[src/lpm_params.svh]
// Constants of the LED pump mode controller: offsets, fields, timings.
// Assumes a 40 MHz pclk; every count is derived from a time in ns.
`ifndef LPM_PARAMS_SVH
`define LPM_PARAMS_SVH

`define LPM_CLK_PERIOD_NS     25
`define LPM_POR_TIME_NS       50000
`define LPM_SOFT_TIME_NS      1300000
`define LPM_HOLD_MAX_NS       1630000
`define LPM_MODE_RESET_NS     1400000000
`define LPM_MODE_HOLD_MIN_NS  85000
`define LPM_START_BOOST_NS    100000
`define LPM_LED_LEAD_NS       10000

// Least times round up, longest times round down
`define LPM_CEIL_CYC(t)  (((t) + `LPM_CLK_PERIOD_NS - 1) / `LPM_CLK_PERIOD_NS)
`define LPM_FLOOR_CYC(t) ((t) / `LPM_CLK_PERIOD_NS)

`define LPM_POR_CYCLES        `LPM_CEIL_CYC(`LPM_POR_TIME_NS)
`define LPM_SOFT_CYCLES       `LPM_CEIL_CYC(`LPM_SOFT_TIME_NS)
`define LPM_HOLD_CYCLES       `LPM_FLOOR_CYC(`LPM_HOLD_MAX_NS)
`define LPM_MODE_RESET_CYCLES `LPM_FLOOR_CYC(`LPM_MODE_RESET_NS)
`define LPM_MODE_HOLD_CYCLES  `LPM_CEIL_CYC(`LPM_MODE_HOLD_MIN_NS)
`define LPM_START_BOOST_CYC   `LPM_CEIL_CYC(`LPM_START_BOOST_NS)
`define LPM_LED_LEAD_CYC      `LPM_FLOOR_CYC(`LPM_LED_LEAD_NS)

`define LPM_ADDR_STATUS       12'h000
`define LPM_ADDR_CTRL         12'h004
`define LPM_ADDR_UPCOUNT      12'h008

`define LPM_CTRL_ERR_CLR      0
`define LPM_ST_PUMP_LSB       0
`define LPM_ST_STATE_LSB      2
`define LPM_ST_CE             4
`define LPM_ST_LED_ON         5
`define LPM_ST_CONN_ERR       6
`define LPM_ST_STEP_A_LSB     8
`define LPM_ST_STEP_B_LSB     12
`define LPM_ST_CONN_MAP_LSB   16

`define LPM_CHANNELS          6
`define LPM_GROUPS            2

`endif

[src/lpm_pkg.sv]
// Types shared by the LED pump mode controller modules.
// Assumes lpm_params.svh for widths of the channel vectors.
package lpm_pkg;

    typedef enum logic [1:0] {
        LPM_POR,
        LPM_SAVE,
        LPM_SOFT,
        LPM_RUN
    } lpm_state_type;

    typedef enum logic [1:0] {
        LPM_PUMP_OFF,
        LPM_PUMP_X10,
        LPM_PUMP_X15
    } lpm_pump_type;

endpackage

[src/lpm_mode_ctrl.sv]
// Mode controller of a white-LED charge pump with APB status access.
// Assumes enable pins and analog detector levels are asynchronous.
// Notes on behaviour
// - Three pump states: off, x1.0, x1.5
// - Only internal logic picks x1.0 or x1.5
// - First enable rising edge leaves power-save
// - Enable high at power-up waits for POR
// - Startup runs x1.5 to detect LEDs
// - Chip-enable rises with first enable edge
// - Soft start from first edge, pulses accepted
// - LED current enabled just before soft end
// - Chip-enable follows OR of both enables
// - Both enables low for hold enters power-save
// - Power-save switches all LED drive off
// - Chip-enable fall resets mode; host resends setting
// - Stay x1.0 while currents are sufficient
// - Low current in x1.0 switches to x1.5
// - Any one channel can trigger boost
// - Periodic mode reset returns to x1.0
// - Mode hold window ignores low current
// - After hold window, act on detector
// - LED change after startup flags error
// - Unregulated channel never triggers boost
// - Power-save clears enable pulse counters
//
// Design decisions made here: the placing of the registers and the APB interface to the registers.
`timescale 1ns/10ps
`include "lpm_params.svh"
module lpm_mode_ctrl
    import lpm_pkg::*;
#(
    parameter int unsigned SOFT_START_CYCLES = `LPM_SOFT_CYCLES,
    parameter int unsigned HOLD_CYCLES       = `LPM_HOLD_CYCLES,
    parameter int unsigned MODE_RESET_CYCLES = `LPM_MODE_RESET_CYCLES
) (
    input  wire logic                      pclk,
    input  wire logic                      presetn,
    input  wire logic                      psel,
    input  wire logic                      penable,
    input  wire logic                      pwrite,
    input  wire logic [11:0]               paddr,
    input  wire logic [31:0]               pwdata,
    output logic      [31:0]               prdata,
    output logic                           pready,
    output logic                           pslverr,
    input  wire logic                      group_a_enable,
    input  wire logic                      group_b_enable,
    input  wire logic [`LPM_CHANNELS-1:0]  low_current,
    input  wire logic [`LPM_CHANNELS-1:0]  led_present,
    output logic                           pump_on,
    output logic                           pump_boost,
    output logic                           chip_enable,
    output logic                           led_current_on,
    output logic                           group_a_drive,
    output logic                           group_b_drive,
    output logic [3:0]                     group_a_step,
    output logic [3:0]                     group_b_step,
    output logic                           conn_error
);
    localparam int unsigned POR_CYCLES   = `LPM_POR_CYCLES;
    localparam int unsigned MHOLD_CYCLES = `LPM_MODE_HOLD_CYCLES;
    localparam int unsigned BOOST_CYCLES = `LPM_START_BOOST_CYC;
    localparam int unsigned LEAD_CYCLES  = `LPM_LED_LEAD_CYC;

    typedef struct packed {
        lpm_state_type              state;
        lpm_pump_type               pump;
        logic [11:0]                por_cnt;
        logic [31:0]                phase_cnt;
        logic [31:0]                off_cnt;
        logic [11:0]                hold_cnt;
        logic [31:0]                period_cnt;
        logic                       ce;
        logic                       led_on;
        logic                       en_prev;
        logic [`LPM_CHANNELS-1:0]   conn_map;
        logic                       conn_err;
        logic [15:0]                up_count;
        logic [31:0]                rdata;
    } lpm_core_type;

    lpm_core_type r;
    lpm_core_type next_r;

    logic [1:0]               en_sync;
    logic [`LPM_CHANNELS-1:0] low_sync;
    logic [`LPM_CHANNELS-1:0] present_sync;
    logic                     en_or;
    logic                     en_rise;
    logic                     por_exit;
    logic                     save_entry;
    logic [`LPM_GROUPS-1:0]   drive_vec;
    logic [3:0]               step_vec [`LPM_GROUPS];
    logic                     wr_ctrl;
    logic                     addr_ok;

    // Pins and detector levels cross in before any logic reads them
    lpm_sync #(.WIDTH(2)) u_en_sync (
        .pclk     (pclk),
        .presetn  (presetn),
        .async_in ({group_b_enable, group_a_enable}),
        .sync_out (en_sync)
    );

    lpm_sync #(.WIDTH(2*`LPM_CHANNELS)) u_det_sync (
        .pclk     (pclk),
        .presetn  (presetn),
        .async_in ({led_present, low_current}),
        .sync_out ({present_sync, low_sync})
    );

    assign en_or   = en_sync[0] | en_sync[1];
    assign en_rise = en_or & ~r.en_prev;

    generate
        for (genvar g = 0; g < `LPM_GROUPS; g++) begin : g_group
            lpm_step_counter u_step (
                .pclk      (pclk),
                .presetn   (presetn),
                .enable_in (en_sync[g]),
                .arm       ((r.state != LPM_POR) || por_exit),
                .kick      (por_exit),
                .clear     (save_entry),
                .led_on    (r.led_on),
                .step      (step_vec[g]),
                .drive     (drive_vec[g])
            );
        end
    endgenerate

    assign addr_ok = (paddr == `LPM_ADDR_STATUS) ||
                     (paddr == `LPM_ADDR_CTRL) ||
                     (paddr == `LPM_ADDR_UPCOUNT);
    assign wr_ctrl = psel && penable && pwrite &&
                     (paddr == `LPM_ADDR_CTRL);

    always_comb begin
        next_r     = r;
        por_exit   = 1'b0;
        save_entry = 1'b0;
        next_r.en_prev = en_or;

        // Software clears the error; a new mismatch in the same cycle wins
        if (wr_ctrl && pwdata[`LPM_CTRL_ERR_CLR]) begin
            next_r.conn_err = 1'b0;
        end

        unique case (r.state)
            LPM_POR: begin
                next_r.pump   = LPM_PUMP_OFF;
                next_r.led_on = 1'b0;
                next_r.por_cnt = r.por_cnt + 12'h001;
                if (32'(r.por_cnt) == POR_CYCLES - 1) begin
                    por_exit = 1'b1;
                    if (en_or) begin
                        // Enable already high: start only now
                        next_r.state     = LPM_SOFT;
                        next_r.ce        = 1'b1;
                        next_r.pump      = LPM_PUMP_X15;
                        next_r.phase_cnt = 32'h0000_0000;
                    end else begin
                        next_r.state = LPM_SAVE;
                    end
                end
            end
            LPM_SAVE: begin
                next_r.pump   = LPM_PUMP_OFF;
                next_r.led_on = 1'b0;
                next_r.ce     = en_or;
                if (en_rise) begin
                    next_r.state     = LPM_SOFT;
                    next_r.pump      = LPM_PUMP_X15;
                    next_r.phase_cnt = 32'h0000_0000;
                    next_r.off_cnt   = 32'h0000_0000;
                end
            end
            LPM_SOFT: begin
                next_r.ce        = en_or;
                next_r.phase_cnt = r.phase_cnt + 32'h0000_0001;
                // Fixed boost interval lets the connection detector settle
                if (r.phase_cnt == BOOST_CYCLES - 1) begin
                    next_r.pump     = LPM_PUMP_X10;
                    next_r.conn_map = present_sync;
                end
                if (r.phase_cnt >= SOFT_START_CYCLES - LEAD_CYCLES) begin
                    next_r.led_on = 1'b1;
                end
                if (r.phase_cnt == SOFT_START_CYCLES - 1) begin
                    next_r.state      = LPM_RUN;
                    next_r.pump       = LPM_PUMP_X10;
                    next_r.hold_cnt   = 12'h000;
                    next_r.period_cnt = 32'h0000_0000;
                end
            end
            LPM_RUN: begin
                next_r.ce         = en_or;
                next_r.period_cnt = r.period_cnt + 32'h0000_0001;
                if (r.ce && !en_or) begin
                    // Falling chip-enable drops mode state to a clean x1.0
                    next_r.pump     = LPM_PUMP_X10;
                    next_r.hold_cnt = 12'h000;
                end else if (r.period_cnt == MODE_RESET_CYCLES - 1) begin
                    next_r.period_cnt = 32'h0000_0000;
                    next_r.pump       = LPM_PUMP_X10;
                    next_r.hold_cnt   = 12'h000;
                end else if (r.pump == LPM_PUMP_X10) begin
                    if (32'(r.hold_cnt) != MHOLD_CYCLES) begin
                        next_r.hold_cnt = r.hold_cnt + 12'h001;
                    end else if (|(low_sync & r.conn_map)) begin
                        // Masked channels never boost
                        next_r.pump     = LPM_PUMP_X15;
                        next_r.up_count = r.up_count + 16'h0001;
                    end
                end
                if (present_sync != r.conn_map) begin
                    next_r.conn_err = 1'b1;
                end
            end
        endcase

        // Power-save after both enables stay low for the hold time
        if ((r.state == LPM_SOFT) || (r.state == LPM_RUN)) begin
            if (en_or) begin
                next_r.off_cnt = 32'h0000_0000;
            end else if (r.off_cnt == HOLD_CYCLES - 1) begin
                next_r.state   = LPM_SAVE;
                next_r.pump    = LPM_PUMP_OFF;
                next_r.led_on  = 1'b0;
                next_r.off_cnt = 32'h0000_0000;
                save_entry     = 1'b1;
            end else begin
                next_r.off_cnt = r.off_cnt + 32'h0000_0001;
            end
        end

        // Read data is captured in the setup phase for a zero-wait access
        if (psel && !penable && !pwrite) begin
            next_r.rdata = 32'h0000_0000;
            unique case (paddr)
                `LPM_ADDR_STATUS: begin
                    next_r.rdata[`LPM_ST_PUMP_LSB +: 2]  = r.pump;
                    next_r.rdata[`LPM_ST_STATE_LSB +: 2] = r.state;
                    next_r.rdata[`LPM_ST_CE]             = r.ce;
                    next_r.rdata[`LPM_ST_LED_ON]         = r.led_on;
                    next_r.rdata[`LPM_ST_CONN_ERR]       = r.conn_err;
                    next_r.rdata[`LPM_ST_STEP_A_LSB +: 4] = step_vec[0];
                    next_r.rdata[`LPM_ST_STEP_B_LSB +: 4] = step_vec[1];
                    next_r.rdata[`LPM_ST_CONN_MAP_LSB +: `LPM_CHANNELS] =
                        r.conn_map;
                end
                `LPM_ADDR_UPCOUNT: begin
                    next_r.rdata[15:0] = r.up_count;
                end
                default: begin
                    next_r.rdata = 32'h0000_0000;
                end
            endcase
        end
    end

    always_ff @(posedge pclk or negedge presetn) begin
        if (!presetn) begin
            r       <= '0;
            r.state <= LPM_POR;
            r.pump  <= LPM_PUMP_OFF;
        end else begin
            r <= next_r;
        end
    end

    // Pump mode has no software path: the control register only clears
    assign pump_on        = (r.pump != LPM_PUMP_OFF);
    assign pump_boost     = (r.pump == LPM_PUMP_X15);
    assign chip_enable    = r.ce;
    assign led_current_on = r.led_on;
    assign group_a_drive  = drive_vec[0];
    assign group_b_drive  = drive_vec[1];
    assign group_a_step   = step_vec[0];
    assign group_b_step   = step_vec[1];
    assign conn_error     = r.conn_err;

    assign pready  = 1'b1;
    assign pslverr = psel && penable && !addr_ok;
    assign prdata  = r.rdata;
endmodule

[src/lpm_sync.sv]
// Two-flop synchroniser for asynchronous levels.
// Assumes inputs may change at any time relative to pclk.
`timescale 1ns/10ps
module lpm_sync #(
    parameter int WIDTH = 1
) (
    input  wire logic             pclk,
    input  wire logic             presetn,
    input  wire logic [WIDTH-1:0] async_in,
    output logic      [WIDTH-1:0] sync_out
);
    typedef struct packed {
        logic [WIDTH-1:0] first;
        logic [WIDTH-1:0] second;
    } lpm_sync_type;

    lpm_sync_type r;
    lpm_sync_type next_r;

    // The first stage feeds only the second stage
    always_comb begin
        next_r.first  = async_in;
        next_r.second = r.first;
    end

    always_ff @(posedge pclk or negedge presetn) begin
        if (!presetn) begin
            r <= '0;
        end else begin
            r <= next_r;
        end
    end

    assign sync_out = r.second;
endmodule

[src/lpm_step_counter.sv]
// Enable pulse counter of one LED group: 16 current steps.
// Assumes a synchronised enable level and a one-cycle clear.
`timescale 1ns/10ps
module lpm_step_counter (
    input  wire logic       pclk,
    input  wire logic       presetn,
    input  wire logic       enable_in,
    input  wire logic       arm,
    input  wire logic       kick,
    input  wire logic       clear,
    input  wire logic       led_on,
    output logic [3:0]      step,
    output logic            drive
);
    typedef struct packed {
        logic [3:0] count;
        logic       seen;
        logic       prev;
    } lpm_step_type;

    lpm_step_type r;
    lpm_step_type next_r;

    always_comb begin
        next_r      = r;
        next_r.prev = enable_in;
        if (clear) begin
            next_r.count = 4'h0;
            next_r.seen  = 1'b0;
        end else if (arm && enable_in && (!r.prev || kick)) begin
            // Wraps from 16 back to 1 on the 17th pulse
            next_r.count = r.count + 4'h1;
            next_r.seen  = 1'b1;
        end
    end

    always_ff @(posedge pclk or negedge presetn) begin
        if (!presetn) begin
            r <= '0;
        end else begin
            r <= next_r;
        end
    end

    // Count value 0 after a pulse stands for step 16, drive off
    assign step  = r.count;
    assign drive = led_on && enable_in && r.seen && (r.count != 4'h0);
endmodule

[config.mk]
export PLATFORM = sky130hd
export DESIGN_NAME = lpm_mode_ctrl
export DESIGN_NICKNAME = d
export VERILOG_FILES = /design/src/lpm_pkg.sv /design/src/lpm_mode_ctrl.sv /design/src/lpm_sync.sv /design/src/lpm_step_counter.sv
export VERILOG_INCLUDE_DIRS = /design/src
export SDC_FILE = /design/constraint.sdc
export NUM_CORES = 1
export LEC_CHECK = 0
export ABC_CLOCK_PERIOD_IN_PS = 6600
export CAP_MARGIN = 0
export CORE_ASPECT_RATIO = 1.1
export CORE_MARGIN = 2
export CORE_UTILIZATION = 30
export DETAILED_ROUTE_END_ITERATION = 8
export DONT_BUFFER_PORTS = 1
export GPL_TIMING_DRIVEN = 1
export PLACE_DENSITY_LB_ADDON = 0.15
export SLEW_MARGIN = 0
export SYNTH_ARGS = -nofsm -noshare
export SYNTH_HDL_FRONTEND = slang
export SYNTH_SLANG_ARGS = --single-unit
[constraint.sdc]
create_clock -name pclk -period 6.6 [get_ports pclk]
set_input_delay 0.66 -clock pclk [delete_from_list [all_inputs] [get_ports pclk]]
set_output_delay 0.66 -clock pclk [all_outputs]
set_load 0.05 [all_outputs]
Word-level counts from Yosys, hierarchy flattened
Cells that the tools add are included.
{ "word_totals": {"out_inout_bits": 49, "register_bits": 212, "word_cells": 173, "inputBits": 63} }
{ "op_classes": {"n_reduce_logical": 52, "bitwise": 7, "mux": 61, "addsub": 8, "magnitude_cmp": 1, "n_eq_ne": 20} }
{ "ops": {"columns": ["operator", "count"], "rows": [
  ["32-bit 2-to-1 mux", 8],
  ["32-bit by 1-bit adder with 32-bit output (second input constant)", 3],
  ["32-bit one-hot mux with 3 select lines", 1],
  ["44-bit one-hot mux with 2 select lines", 1],
  ["16-bit 2-to-1 mux", 5],
  ["32-bit by 16-bit == test with 1-bit output (second input constant)", 2],
  ["64-bit 2-to-1 mux", 1],
  ["12-bit 2-to-1 mux", 4],
  ["44-bit 2-to-1 mux", 1],
  ["32-bit by 12-bit == test with 1-bit output (second input constant)", 1],
  ["32-bit by 26-bit == test with 1-bit output (second input constant)", 1],
  ["32-bit by 16-bit >= comparator with 1-bit output (second input constant)", 1],
  ["12-bit by 1-bit adder with 12-bit output (second input constant)", 2],
  ["4-bit 2-to-1 mux", 6],
  ["5-bit 2-to-1 mux", 4],
  ["1-bit logical AND", 18],
  ["17-bit 2-to-1 mux", 1],
  ["16-bit by 1-bit adder with 16-bit output (second input constant)", 1],
  ["2-bit 2-to-1 mux", 8],
  ["8-bit one-hot mux with 2 select lines", 1],
  ["1-bit 2-to-1 mux", 14],
  ["7-bit one-hot mux with 2 select lines", 1],
  ["2-bit nonzero test", 7],
  ["12-bit by 11-bit == test with 1-bit output (second input constant)", 1],
  ["other kinds (29)", 56]
]} }

Logic depth before layout (Yosys ltp)
Gate-level depths: netlist (run 1).
{ "logic_depth": {"word_depth": 11, "mapped_depth": 10, "depth_no_buf": 8} }

Hierarchy
A second synthesis (run 1) with hierarchy kept.
{ "unflattened": {"cells_unflattened": 1167, "hier_area_um2": 11076.9} }
{ "modules_own_cells": {"columns": ["mod", "seq_area_each_um2", "area_each_um2", "n_inst", "cells_per_inst"], "rows": [
  ["lpm_mode_ctrl", 4304.1, 9670.5, 1, 1067],
  ["lpm_step_counter", 150.1, 352.8, 2, 36],
  ["lpm_sync at u_det_sync", 600.6, 600.6, 1, 24],
  ["lpm_sync at u_en_sync", 100.1, 100.1, 1, 4]
]} }

Worst setup path before layout (run 1)
OpenSTA, ideal clock, no wires.
{ "synth_timing": {"path_type": "input-to-output", "from": "in paddr[3]", "to": "out pslverr", "stages": 4, "slack_ps": 3663, "required_ps": 5940, "arrival_ps": 2277, "path_buffers": 2, "path_cell_list": "clkbuf_1 > buf_1 > a21oi_1 > nor2_1"} }
{ "synth_via": {"elab_chain_cells": 5, "word_cells_on_any_way": 7, "cone_classes": "eq/ne (2); reduce/logical (5)"} }
{ "synth_lines": {"columns": ["item", "line_no", "rtl"], "rows": [
  ["start: declaration", "lpm_mode_ctrl.sv:41", "input wire logic [11:0] paddr,"],
  ["12-bit by 3-bit == test with 1-bit output (no line) / 12-bit zero test (equally long branches)", null, null],
  ["1-bit logical OR", "lpm_mode_ctrl.sv:131", "assign addr_ok = (paddr == `LPM_ADDR_STATUS) ||"],
  ["1-bit logical OR (*)", "lpm_mode_ctrl.sv:131", null],
  ["1-bit zero test (*)", "lpm_mode_ctrl.sv:283", "assign pslverr = psel && penable && !addr_ok;"],
  ["1-bit logical AND (*)", "lpm_mode_ctrl.sv:283", null],
  ["end: declaration", "lpm_mode_ctrl.sv:45", "output logic pslverr,"]
]} }
Mark *: on every way between the ends. The rest lies on a longest branch, timed or not.

Worst setup path in the final report (run 1)
{ "layout_timing": {"from": "reg g_group[0].u_step.r, in the netlist g_group[0].u_step.step[0]", "to": "out group_a_drive"} }
{ "layout_via": {"elab_chain_cells": 2} }
{ "layout_lines": {"columns": ["item", "line_no", "rtl"], "rows": [
  ["start: declaration", "lpm_step_counter.sv:21", "lpm_step_type r;"],
  ["start signal: assignment", "lpm_step_counter.sv:41", "r <= next_r;"],
  ["4-bit nonzero test", "lpm_step_counter.sv:47", "assign drive = led_on && enable_in && r.seen && (r.count != 4'h0);"],
  ["1-bit logical AND", "lpm_step_counter.sv:47", null],
  ["end: declaration", "lpm_mode_ctrl.sv:54", "output logic group_a_drive,"]
]} }
No other way between the ends.

==> results.ini, run 1 <==
[placed_design]
dp_hpwl_mm=15.7
gp_congestion=0.724
portBuffers=0

[global_routing]
grt_usage_pct=13.5
grt_pass1_wl_mm=41.3
grt_pass1_vias=7601
antenna_found_initial=0
overflow=0
grt_max_degree=213

[clocking]
post_cts_buffers=0
cts_tree=done
cts_resized=0
htreeDepth=1
clkTransAtPathRegs_ps=70
root_buffer=clkbuf_16
clock_latency_ps=550
cts_sinks=212
numCtsBuffers=25
cts.path.max_buffers=3

[detailed_routing]
num_vias=7853
viasPerCell=5.16
wl_per_cell_um=16.3
dr.pass1.iters=5
dr.first_iter.drc_count=463
drtAntennaViolNets=0
drc=0
drt-total-wl_mm=24.8

[sta]
slew_headroom_pct=18.8
fin_tns_setup_ps=0
max_freq_mhz=318
finalCritPeriodShare_pct=47.6
setup_violations=0
hold_violations=0
fin_skew_ps=19.3
grt_setup_unrepaired=false
hold_slack_ps=134
worst_pin_slew_ps=1210
final_max_slew_viol_count=0
layout_min_cycle_time_ps=3140

[critical_path]
reg2reg_depth=5
worst_ep_required_time_ps=5940
end_kind=output port
crit_slowest_cell=a21oi_1
cp_top_family=compound AO/OA/AOI/OAI gates
r2r-start=r[181]$_DFF_PN0_
slowest_delay_ps=830
cp-start-kind=flip-flop
arrival_ps=2480
reg2reg_slack_ps=3710
critPathBufInv=1
criticalPathCategory=reg -> out
r2r_end=r[46]$_DFFE_PN0P_
cp_max_fo=6
critical_path.cell_chain=inv_1, ha_1, a21oi_1

[die]
dieArea_um2=37200
core-area_um2=35100
start_util_pct=30.5
fp.dieW_um=184
fp.dieH_um=202
io-pin-count=112
core.rowCount=72

[finish]
antenna_cells=0
nNetsFinal=1134
final_core_util_pct=33.5
syn_to_final_growth_pct=9.86
layout_commonest_cell=dfrtp_1
drive_above_1_share_pct=8.07
final_cell_mix=dfrtp_1 (212), nand2_1 (113), o21ai_0 (89), nor2_1 (84), nand4_1 (49)

[synth]
syn-cell-area_um2=10700
avgSynthCellArea_um2=9.63
synth_warnings=0
async_reset_ff_share_pct=100
ys_seq_area_share_pct=49.6
synthFlopType=dfrtp_1
synth_cell_type_count=62
synth_edf_count=0
synthCells=1111
synth_seq_cells=212

[job]
max_cap_violations=0

[power]
power.density_nw_per_um2=244
peakVddDrop_v=0.000139
p_leak_nw=5.00

[min_path]
min_to=u_det_sync.next_r[3]$_DFF_PN0_
whs_path_depth=0
hp-start=low_current[3]
hold_path.class=in -> reg

[run_status]
status=finished, final reports clean

[cell families (layout without fill, tap and decap cells)]
logic type | after synthesis | after routing | share of synthesized area (%)
buf+inv | 116 | 74 | 5.82
compound gates | 249 | 249 | 14.0
xor+xnor | 73 | 73 | 5.97
mux | 25 | 25 | 2.46
simple gates | 422 | 422 | 20.7
flops | 212 | 212 | 49.6
fa+ha+maj | 12 | 12 | 1.40
other cells | 2 | 11 | 0.0702
[how the worst max path moves through the flow]
| stage | endpoint | startpoint | cells after the start | slack [ps] |
|---|---|---|---|---|
| final | group_a_drive | g_group[0].u_step.step[0]$_DFFE_PN0P_ | 3 | 3460 |
| after global routing | group_a_drive | g_group[0].u_step.step[0]$_DFFE_PN0P_ | 3 | 3330 |
| after CTS | group_a_drive | g_group[0].u_step.step[0]$_DFFE_PN0P_ | 3 | 3410 |
| after detailed placement | r[46]$_DFFE_PN0P_ | r[181]$_DFF_PN0_ | 5 | 3620 |
| after global placement | r[46]$_DFFE_PN0P_ | r[181]$_DFF_PN0_ | 5 | 3600 |
| after floorplan | pslverr | paddr[3] | 4 | 3660 |
[repair_timing]
action | CTS | global route
hold endpoints to repair | 212 | 0
hold buffers | 1 | 0
endpoints found under the setup margin | 0 | 0
[metrics by stage]
step                instance area (um^2)  power (mW)  setup WS, ps  std cells
CTS                                11800        2.92          3410       1522
detailed placement                 10800        1.36          3620       1475
global placement                   10800        1.36          3600       1475
finish                             11800        2.87          3460       1522
floorplan                          10700        1.37          3660       1120
global route                       11800        2.98          3330       1522
[cells in the mapped netlist (all sizes together) (2+ instances only)]
cell type	number	area share [%]
nand4b	2	0.16
and4	12	1.0
o2111ai	12	0.98
mux2	10	1.1
o22ai	2	0.12
a21o	9	0.63
nor2	85	3.0
a21oi	45	2.1
mux2i	15	1.4
and2	14	0.82
nor2b	4	0.23
nor3	22	1.1
or3	17	0.99
clkbuf	37	1.3
buf	58	3.8
inv	21	0.74
or4	3	0.25
nor4bb	2	0.19
or2	5	0.29
nand3	43	2.0
nor4b	3	0.30
dfrtp	212	50
a22oi	3	0.21
and3	25	1.5
nand2	113	4.0
nor4	20	1.8
o31ai	11	0.82
nand4	49	2.9
a31oi	40	2.3
xor2	42	3.4
a21boi	2	0.14
o21ai	104	4.9
a31o	2	0.16
ha	12	1.4
o211ai	3	0.21
conb	2	0.070
xnor2	31	2.5
a22o	9	0.74
[cell type report]
class	count	area [um^2]
fill	3586	23400
timing repair buffer	7	72.6
multi-input combinational	792	4840
inverter	21	78.8
clock inverter	11	176
clock buffer	35	723
tap	444	556
sequential	212	5310
[routing by layer]
metal	routed length, um	vias to the layer above	GRT usage, %
met1	11900	3852	18.5
li1	-	3848	-
met4	376	0	3.49
met5	0	-	0
met2	11600	123	22.0
met3	974	30	2.25
[where the power goes]
group,total (mW),internal [mW],leakage [nW],switching [mW]
logic,0.0494,0.00565,1.69,0.0438
clock network,1.51,0.926,0.443,0.581
registers,1.31,1.31,2.87,0.00428
[flip-flops by register name, summed over array words and instances (netlist names)]
signal and count:
conn_error 1, u_en_sync.sync_out 2, prdata 22, g_group.u_step.r 4
g_group.u_step.step 8, u_en_sync.next_r 2, u_det_sync.sync_out 12, u_det_sync.next_r 12
r 147, led_current_on 1, chip_enable 1
No activity file was read; power rests on OpenSTA's default activity.
==> inputs of run 2 (changes only) <==
Settings changed: ABC_AREA set to 1, ABC_CLOCK_PERIOD_IN_PS 6600 to 3200.
Clock period 6.6 ns to 3.2 ns, I/O delays scaled along.
==> results.ini, run 2 <==
[min_path]
hold_path.class=in -> async

[critical_path]
arrival_ps=3080  ; +600 ps
critical_path.cell_chain=ha_1, nand2_2, nor2_4, nand2_4, nor2_4, nand2_4, nand2_1, o21ai_1, inv_1, o21ai_0
critPathBufInv=1  ; unchanged
worst_ep_required_time_ps=3650  ; -2290 ps
cp_max_fo=13  ; +7
crit_slowest_cell=o21ai_1
end_kind=flip-flop
cp_top_family=compound AO/OA/AOI/OAI gates
cp-start-kind=flip-flop
criticalPathCategory=reg -> reg
slowest_delay_ps=700  ; -130 ps

[synth]
synth_cell_type_count=45  ; -27%
synth_warnings=0  ; unchanged
synth_common_cells=nand2_1 (420), dfrtp_1 (212), inv_1 (210), nor2_1 (190), nand3_1 (116)
synthTopCellsByArea=dfrtp_1 (43%), nand2_1 (13%), inv_1 (6.4%), nor2_1 (5.8%), nand3_1 (4.7%)
async_reset_ff_share_pct=100  ; unchanged
netlist.area_leader.share_pct=43.3  ; -6.3 points
synthCells=1655  ; +49%
synth_top_cell_by_area=dfrtp_1
synth_edf_count=0  ; unchanged
synth_seq_cells=212  ; unchanged
ys_seq_area_share_pct=43.3  ; -6.3 points
syn-cell-area_um2=12300  ; +15%
avgSynthCellArea_um2=7.41  ; -23%
synthFlopType=dfrtp_1
yosysMostFrequentCell=nand2_1

[finish]
largest_reg_flops=147  ; unchanged
nNetsFinal=1727  ; +52%
fin_cells=2185  ; +44%
layout_commonest_cell=nand2_1
final_cell_mix=nand2_1 (420), dfrtp_1 (212), inv_1 (210), nor2_1 (190), nand3_1 (116)
antenna_cells=0  ; unchanged
top_register=r
drive_above_1_share_pct=6.22  ; -1.9 points
final_core_util_pct=33.9  ; +0.44 points
syn_to_final_growth_pct=11.3

[sta]
grt_setup_unrepaired=false
layout_min_cycle_time_ps=2620
setup_violations=0  ; unchanged
hold_slack_ps=-519  ; -653 ps
final_max_slew_viol_count=0  ; unchanged
hold_violations=212  ; +212
worst_pin_slew_ps=971  ; -243 ps
slew_headroom_pct=35.1  ; +16 points
max_freq_mhz=381
fin_skew_ps=11.1  ; -8.26 ps
finalCritPeriodShare_pct=82.0
fin_tns_setup_ps=0  ; unchanged

[die]
dieArea_um2=42500  ; +14%
fp.dieH_um=216  ; +6.9%
core.rowCount=77  ; +6.9%
fp.dieW_um=197  ; +6.9%
start_util_pct=30.5  ; about the same
core-area_um2=40300  ; +15%
io-pin-count=112  ; unchanged

[power]
power.switching_mw=1.28  ; +100%
clkPwrFrac_pct=52.0  ; -0.5 points
combPwrFrac_pct=1.2  ; -0.5 points
peakVddDrop_v=0.000351  ; +150%
power.density_nw_per_um2=424  ; +74%
p_leak_nw=5.76  ; +15%
p_seq_share_pct=46.8  ; +1.0 points
p_int_mw=4.52  ; +100%
switching_share_pct=22.0  ; +0.11 points

[detailed_routing]
dr.pass1.iters=5  ; unchanged
dr.first_iter.drc_count=593  ; +28%
drc=0  ; unchanged
drtAntennaViolNets=0  ; unchanged
wl_per_cell_um=15.1  ; -7.3%
viasPerCell=4.75  ; -7.9%
num_vias=10388  ; +32%
drt-total-wl_mm=33.0  ; +33%

[clocking]
cts_tree=done
root_buffer=clkbuf_16
postCtsHoldBufs=17  ; +16
clock_latency_ps=540  ; about the same
numCtsBuffers=26  ; +4.0%
clkTransAtPathRegs_ps=60  ; about the same
cts.path.max_buffers=3  ; unchanged
cts_sinks=212  ; unchanged
htreeDepth=1  ; unchanged

[placed_design]
dp_hpwl_mm=23.7  ; +51%
placed_cells=2120  ; +44%
gp_congestion=0.848  ; +17%
portBuffers=0  ; unchanged

[global_routing]
grt_max_degree=213  ; unchanged
overflow=0  ; unchanged
antenna_found_initial=0  ; unchanged
grt_pass1_vias=10354  ; +36%
grt_usage_pct=15.8  ; +2.4 points
grt_pass1_wl_mm=54.7  ; +33%

[run_status]
status=finished with violations
violations=hold timing

[job]
max_cap_violations=0  ; unchanged

-- run 2: changes by cell type after synthesis, sizes merged, moves of 37 or more --
cell	before	now
inv	21	212
a31oi	40	3
o22ai	2	45
nand2	113	433
nor2	85	203
nand3	43	117
-- run 2: layout make-up --
type / count / area [um^2]
Clock buffer: 32 / 734
Clock inverter: 16 / 150
Fill cell: 4305 / 26600
Inverter: 213 / 805
Multi-Input combinational cell: 1163 / 5710
Sequential cell: 212 / 5310
Tap cell: 513 / 642
Timing Repair Buffer: 36 / 313
-- run 2: kinds of logic (layout without fill, tap and decap cells) --
group                    count (synthesis)  count (layout)  synth area share, %
AO/OA/AOI/OAI                          206             206                 9.55
XOR/XNOR                                70              70                 5.00
adder cells (fa/ha/maj)                 12              12                 1.22
buffers and inverters                  289             297                 10.5
flip-flops                             212             212                 43.3
other                                    2              11               0.0612
AND/OR/NAND/NOR                        864             864                 30.4
-- run 2: metrics by stage --
step / cell area (um^2) / setup slack (ps) / total power [mW]
global placement: 12600 / 520 / 2.82
global route: 13700 / 216 / 6.03
detailed placement: 12600 / 485 / 2.82
floorplan: 12300 / 1180 / 2.82
finish: 13700 / 575 / 5.79
CTS: 13700 / 457 / 5.92
-- run 2: worst paths after layout --
| path | start | end | slack (ps) | cells past startpoint |
|---|---|---|---|---|
| worst max-delay path | r[58]$_DFFE_PN0P_ | r[90]$_DFFE_PN0P_ | 580 | 10 |
| worst min-delay path | presetn | r[119]$_DFFE_PN0P_ | -520 | 0 |
| worst max register to register | r[58]$_DFFE_PN0P_ | r[90]$_DFFE_PN0P_ | 580 | 10 |
| worst min register to register | u_det_sync.next_r[3]$_DFF_PN0_ | u_det_sync.sync_out[3]$_DFF_PN0_ | 350 | 0 |
| max in group asynchronous | presetn | r[75]$_DFFE_PN0P_ | 3300 | 0 |
| min in group pclk | paddr[10] | prdata[7]$_DFFE_PN0P_ | 290 | 4 |
-- run 2: power by group through the flow --
stage,Combinational (mW),Clock (mW),Sequential [mW]
2_1_floorplan,0.0606,0,2.76
3_3_place_gp,0.0561,0,2.76
3_5_place_dp,0.0564,0,2.76
4_1_cts,0.0729,3.14,2.71
5_1_grt,0.0782,3.24,2.71
6_report,0.0722,3.01,2.71
-- run 2: metal layers --
layer,vias to the layer above,global-route usage (%),wire length [um]
met5,-,0,0
met4,0,4.76,793
met3,54,2.19,1150
met2,153,27.5,16100
met1,4888,20.5,14900
li1,5293,-,-
-- run 2: timing repair --
item	in CTS	in global routing
gates resized for setup	0	0
setup buffers	0	0
hold endpoints to repair	227	212
endpoints found under the setup margin	0	0
==> inputs of run 3 (changes only) <==
Settings changed: ABC_AREA 1 to 0, ABC_CLOCK_PERIOD_IN_PS 3200 to 2200.
Clock period 3.2 ns to 2.2 ns, I/O delays scaled along.
==> results.ini, run 3 (synthesized netlist as in run 1, its figures left out) <==
[global_routing]
grt_usage_pct=14.4  ; -1.4 points
grt_pass1_vias=8369  ; -19%
grt_max_degree=213  ; unchanged
overflow=0  ; unchanged
grt_pass1_wl_mm=44.1  ; -19%
antenna_found_initial=0  ; unchanged

[critical_path]
crit_slowest_cell=dlygate4sd3_1
r2r-start=r[74]$_DFFE_PN0P_
cp-start-kind=primary input
cp_max_fo=3  ; -10
reg2reg_slack_ps=100  ; -480 ps
critical_path.cell_chain=dlygate4sd3_1, nor2_1, dlygate4sd3_1, nand3_1, a21oi_1, nor2_1, buf_4
criticalPathCategory=in -> out
r2r_end=r[67]$_DFFE_PN0P_
slowest_delay_ps=560  ; -140 ps
worst_ep_required_time_ps=1980  ; -1670 ps
reg2reg_depth=9  ; -1
arrival_ps=1900  ; -1180 ps
end_kind=output port

[finish]
largest_reg_flops=147  ; unchanged
syn_to_final_growth_pct=22.2
fin_cells=1670  ; -24%
layout_commonest_cell=dfrtp_1
antenna_cells=0  ; unchanged
final_cell_mix=dfrtp_1 (211), buf_4 (120), nand2_1 (112), nor2_1 (84), o21ai_0 (82)
nNetsFinal=1282  ; -26%
drive_above_1_share_pct=18.3  ; +12 points
top_register=r

[clocking]
cts.path.max_buffers=3  ; unchanged
postCtsHoldBufs=22  ; +5
clkTransAtPathRegs_ps=60  ; about the same
clock_latency_ps=550  ; about the same
numCtsBuffers=25  ; -3.8%
cts_tree=done
root_buffer=clkbuf_16
htreeDepth=1  ; unchanged
cts_sinks=212  ; unchanged

[die]
fp.dieH_um=202  ; -6.5%
start_util_pct=30.5  ; about the same
io-pin-count=112  ; unchanged
dieArea_um2=37200  ; -13%
core.rowCount=72  ; -6.5%
fp.dieW_um=184  ; -6.5%
core-area_um2=35100  ; -13%

[placed_design]
dp_hpwl_mm=17.6  ; -26%
placed_cells=1590  ; -25%
portBuffers=0  ; unchanged
gp_congestion=0.744  ; -12%

[job]
max_cap_violations=0  ; unchanged

[detailed_routing]
wl_per_cell_um=15.8  ; +4.7%
drc=0  ; unchanged
dr.pass1.iters=4  ; -1
viasPerCell=5.02  ; +5.6%
drt-total-wl_mm=26.4  ; -20%
drtAntennaViolNets=0  ; unchanged
dr.first_iter.drc_count=390  ; -34%
num_vias=8388  ; -19%

[sta]
fin_skew_ps=21.8  ; +10.8 ps
setup_violations=0  ; unchanged
worst_pin_slew_ps=1080  ; +106 ps
finalCritPeriodShare_pct=96.2
fin_tns_setup_ps=0  ; unchanged
hold_slack_ps=-633  ; -114 ps
layout_min_cycle_time_ps=2120
hold_violations=212  ; unchanged
max_freq_mhz=472
final_max_slew_viol_count=0  ; unchanged
slew_headroom_pct=28.0  ; -7.1 points

[run_status]
violations=hold timing
status=finished with violations

[power]
peakVddDrop_v=0.000430  ; +22%
power.density_nw_per_um2=635  ; +50%
p_leak_nw=5.75  ; -0.20%
power.total_mw=8.30  ; +43%

[min_path]
hold_path.class=in -> async

==> run 3: cell count changes in the layout (fill, tap and decap cells not counted), moves of 33 or more <==
cell     delta
nor2_1    -106
a31oi_1    +35
nand3_1    -73
nand2_1   -308
inv_1     -189
buf_4     +101
nor3_1     -33
o22ai_1    -43
==> run 3: how the worst max path moves through the flow <==
| stage | depth (start not counted) | slack (ps) | start | to |
|---|---|---|---|---|
| 4_1_cts | 8 | 2 | r[85]$_DFFE_PN0P_ | r[86]$_DFFE_PN0P_ |
| 6_report | 7 | 80 | paddr[10] | pslverr |
| 5_1_grt | 7 | -5 | r[162]$_DFFE_PN0P_ | r[51]$_DFFE_PN0P_ |
| 3_5_place_dp | 6 | -170 | r[170]$_DFFE_PN0P_ | r[152]$_DFFE_PN0P_ |
| 3_3_place_gp | 6 | -140 | r[170]$_DFFE_PN0P_ | r[161]$_DFFE_PN0P_ |
| 2_1_floorplan | 10 | 90 | r[134]$_DFFE_PN0P_ | r[100]$_DFFE_PN0P_ |
==> run 3: cell type report <==
cell class              count  area (um^2)
clock buffers              31          668
clock inverters            15          173
fillers                  3496        22100
inverters                  21         78.8
multi-input cells         792         4940
flip-flops and latches    212         5310
well taps                 444          556
repair buffers            155         1350
==> run 3: worst max-delay path, delay by kind of cell <==
kind | cells | cell delay (ps)
buffers and inverters | 3 | 1280
AO/OA/AOI/OAI | 1 | 140
AND/OR/NAND/NOR | 3 | 250
==> run 3: metal layers <==
| layer | up-vias | global-route usage (%) | part of all wire [%] |
|---|---|---|---|
| li1 | 4143 | - | - |
| met2 | 112 | 24.1 | 48 |
| met1 | 4102 | 19.3 | 47 |
| met3 | 31 | 2.34 | 3.8 |
| met5 | - | 0 | 0 |
| met4 | 0 | 4.11 | 1.8 |
==> run 3: stage by stage <==
step / utilization, % / hold WS, ps / cell area (um^2) / setup WS (ps)
after floorplan: - / -75.6 / 10700 / 94.0
after global placement: 33.4 / -69.1 / 11700 / -142
after detailed placement: 33.4 / -69.5 / 11700 / -165
after CTS: 36.6 / -663 / 12800 / 1.83
after global routing: 37.2 / -667 / 13100 / -4.56
final: 37.2 / -633 / 13100 / 82.7
==> run 3: power breakdown <==
group | switching (mW) | internal [mW]
clock | 1.80 | 2.44
sequential | 0.0125 | 3.93
combinational | 0.0732 | 0.0424
total | 1.88 | 6.41
==> run 3: timing repair <==
action / in CTS / in global routing
endpoints found under the setup margin: 27 / 70
cloned: 0 / 2
buffers inserted: 2 / 8
resized for setup: 3 / 27
pin swaps: 2 / 6
endpoints found under the hold margin: 249 / 212
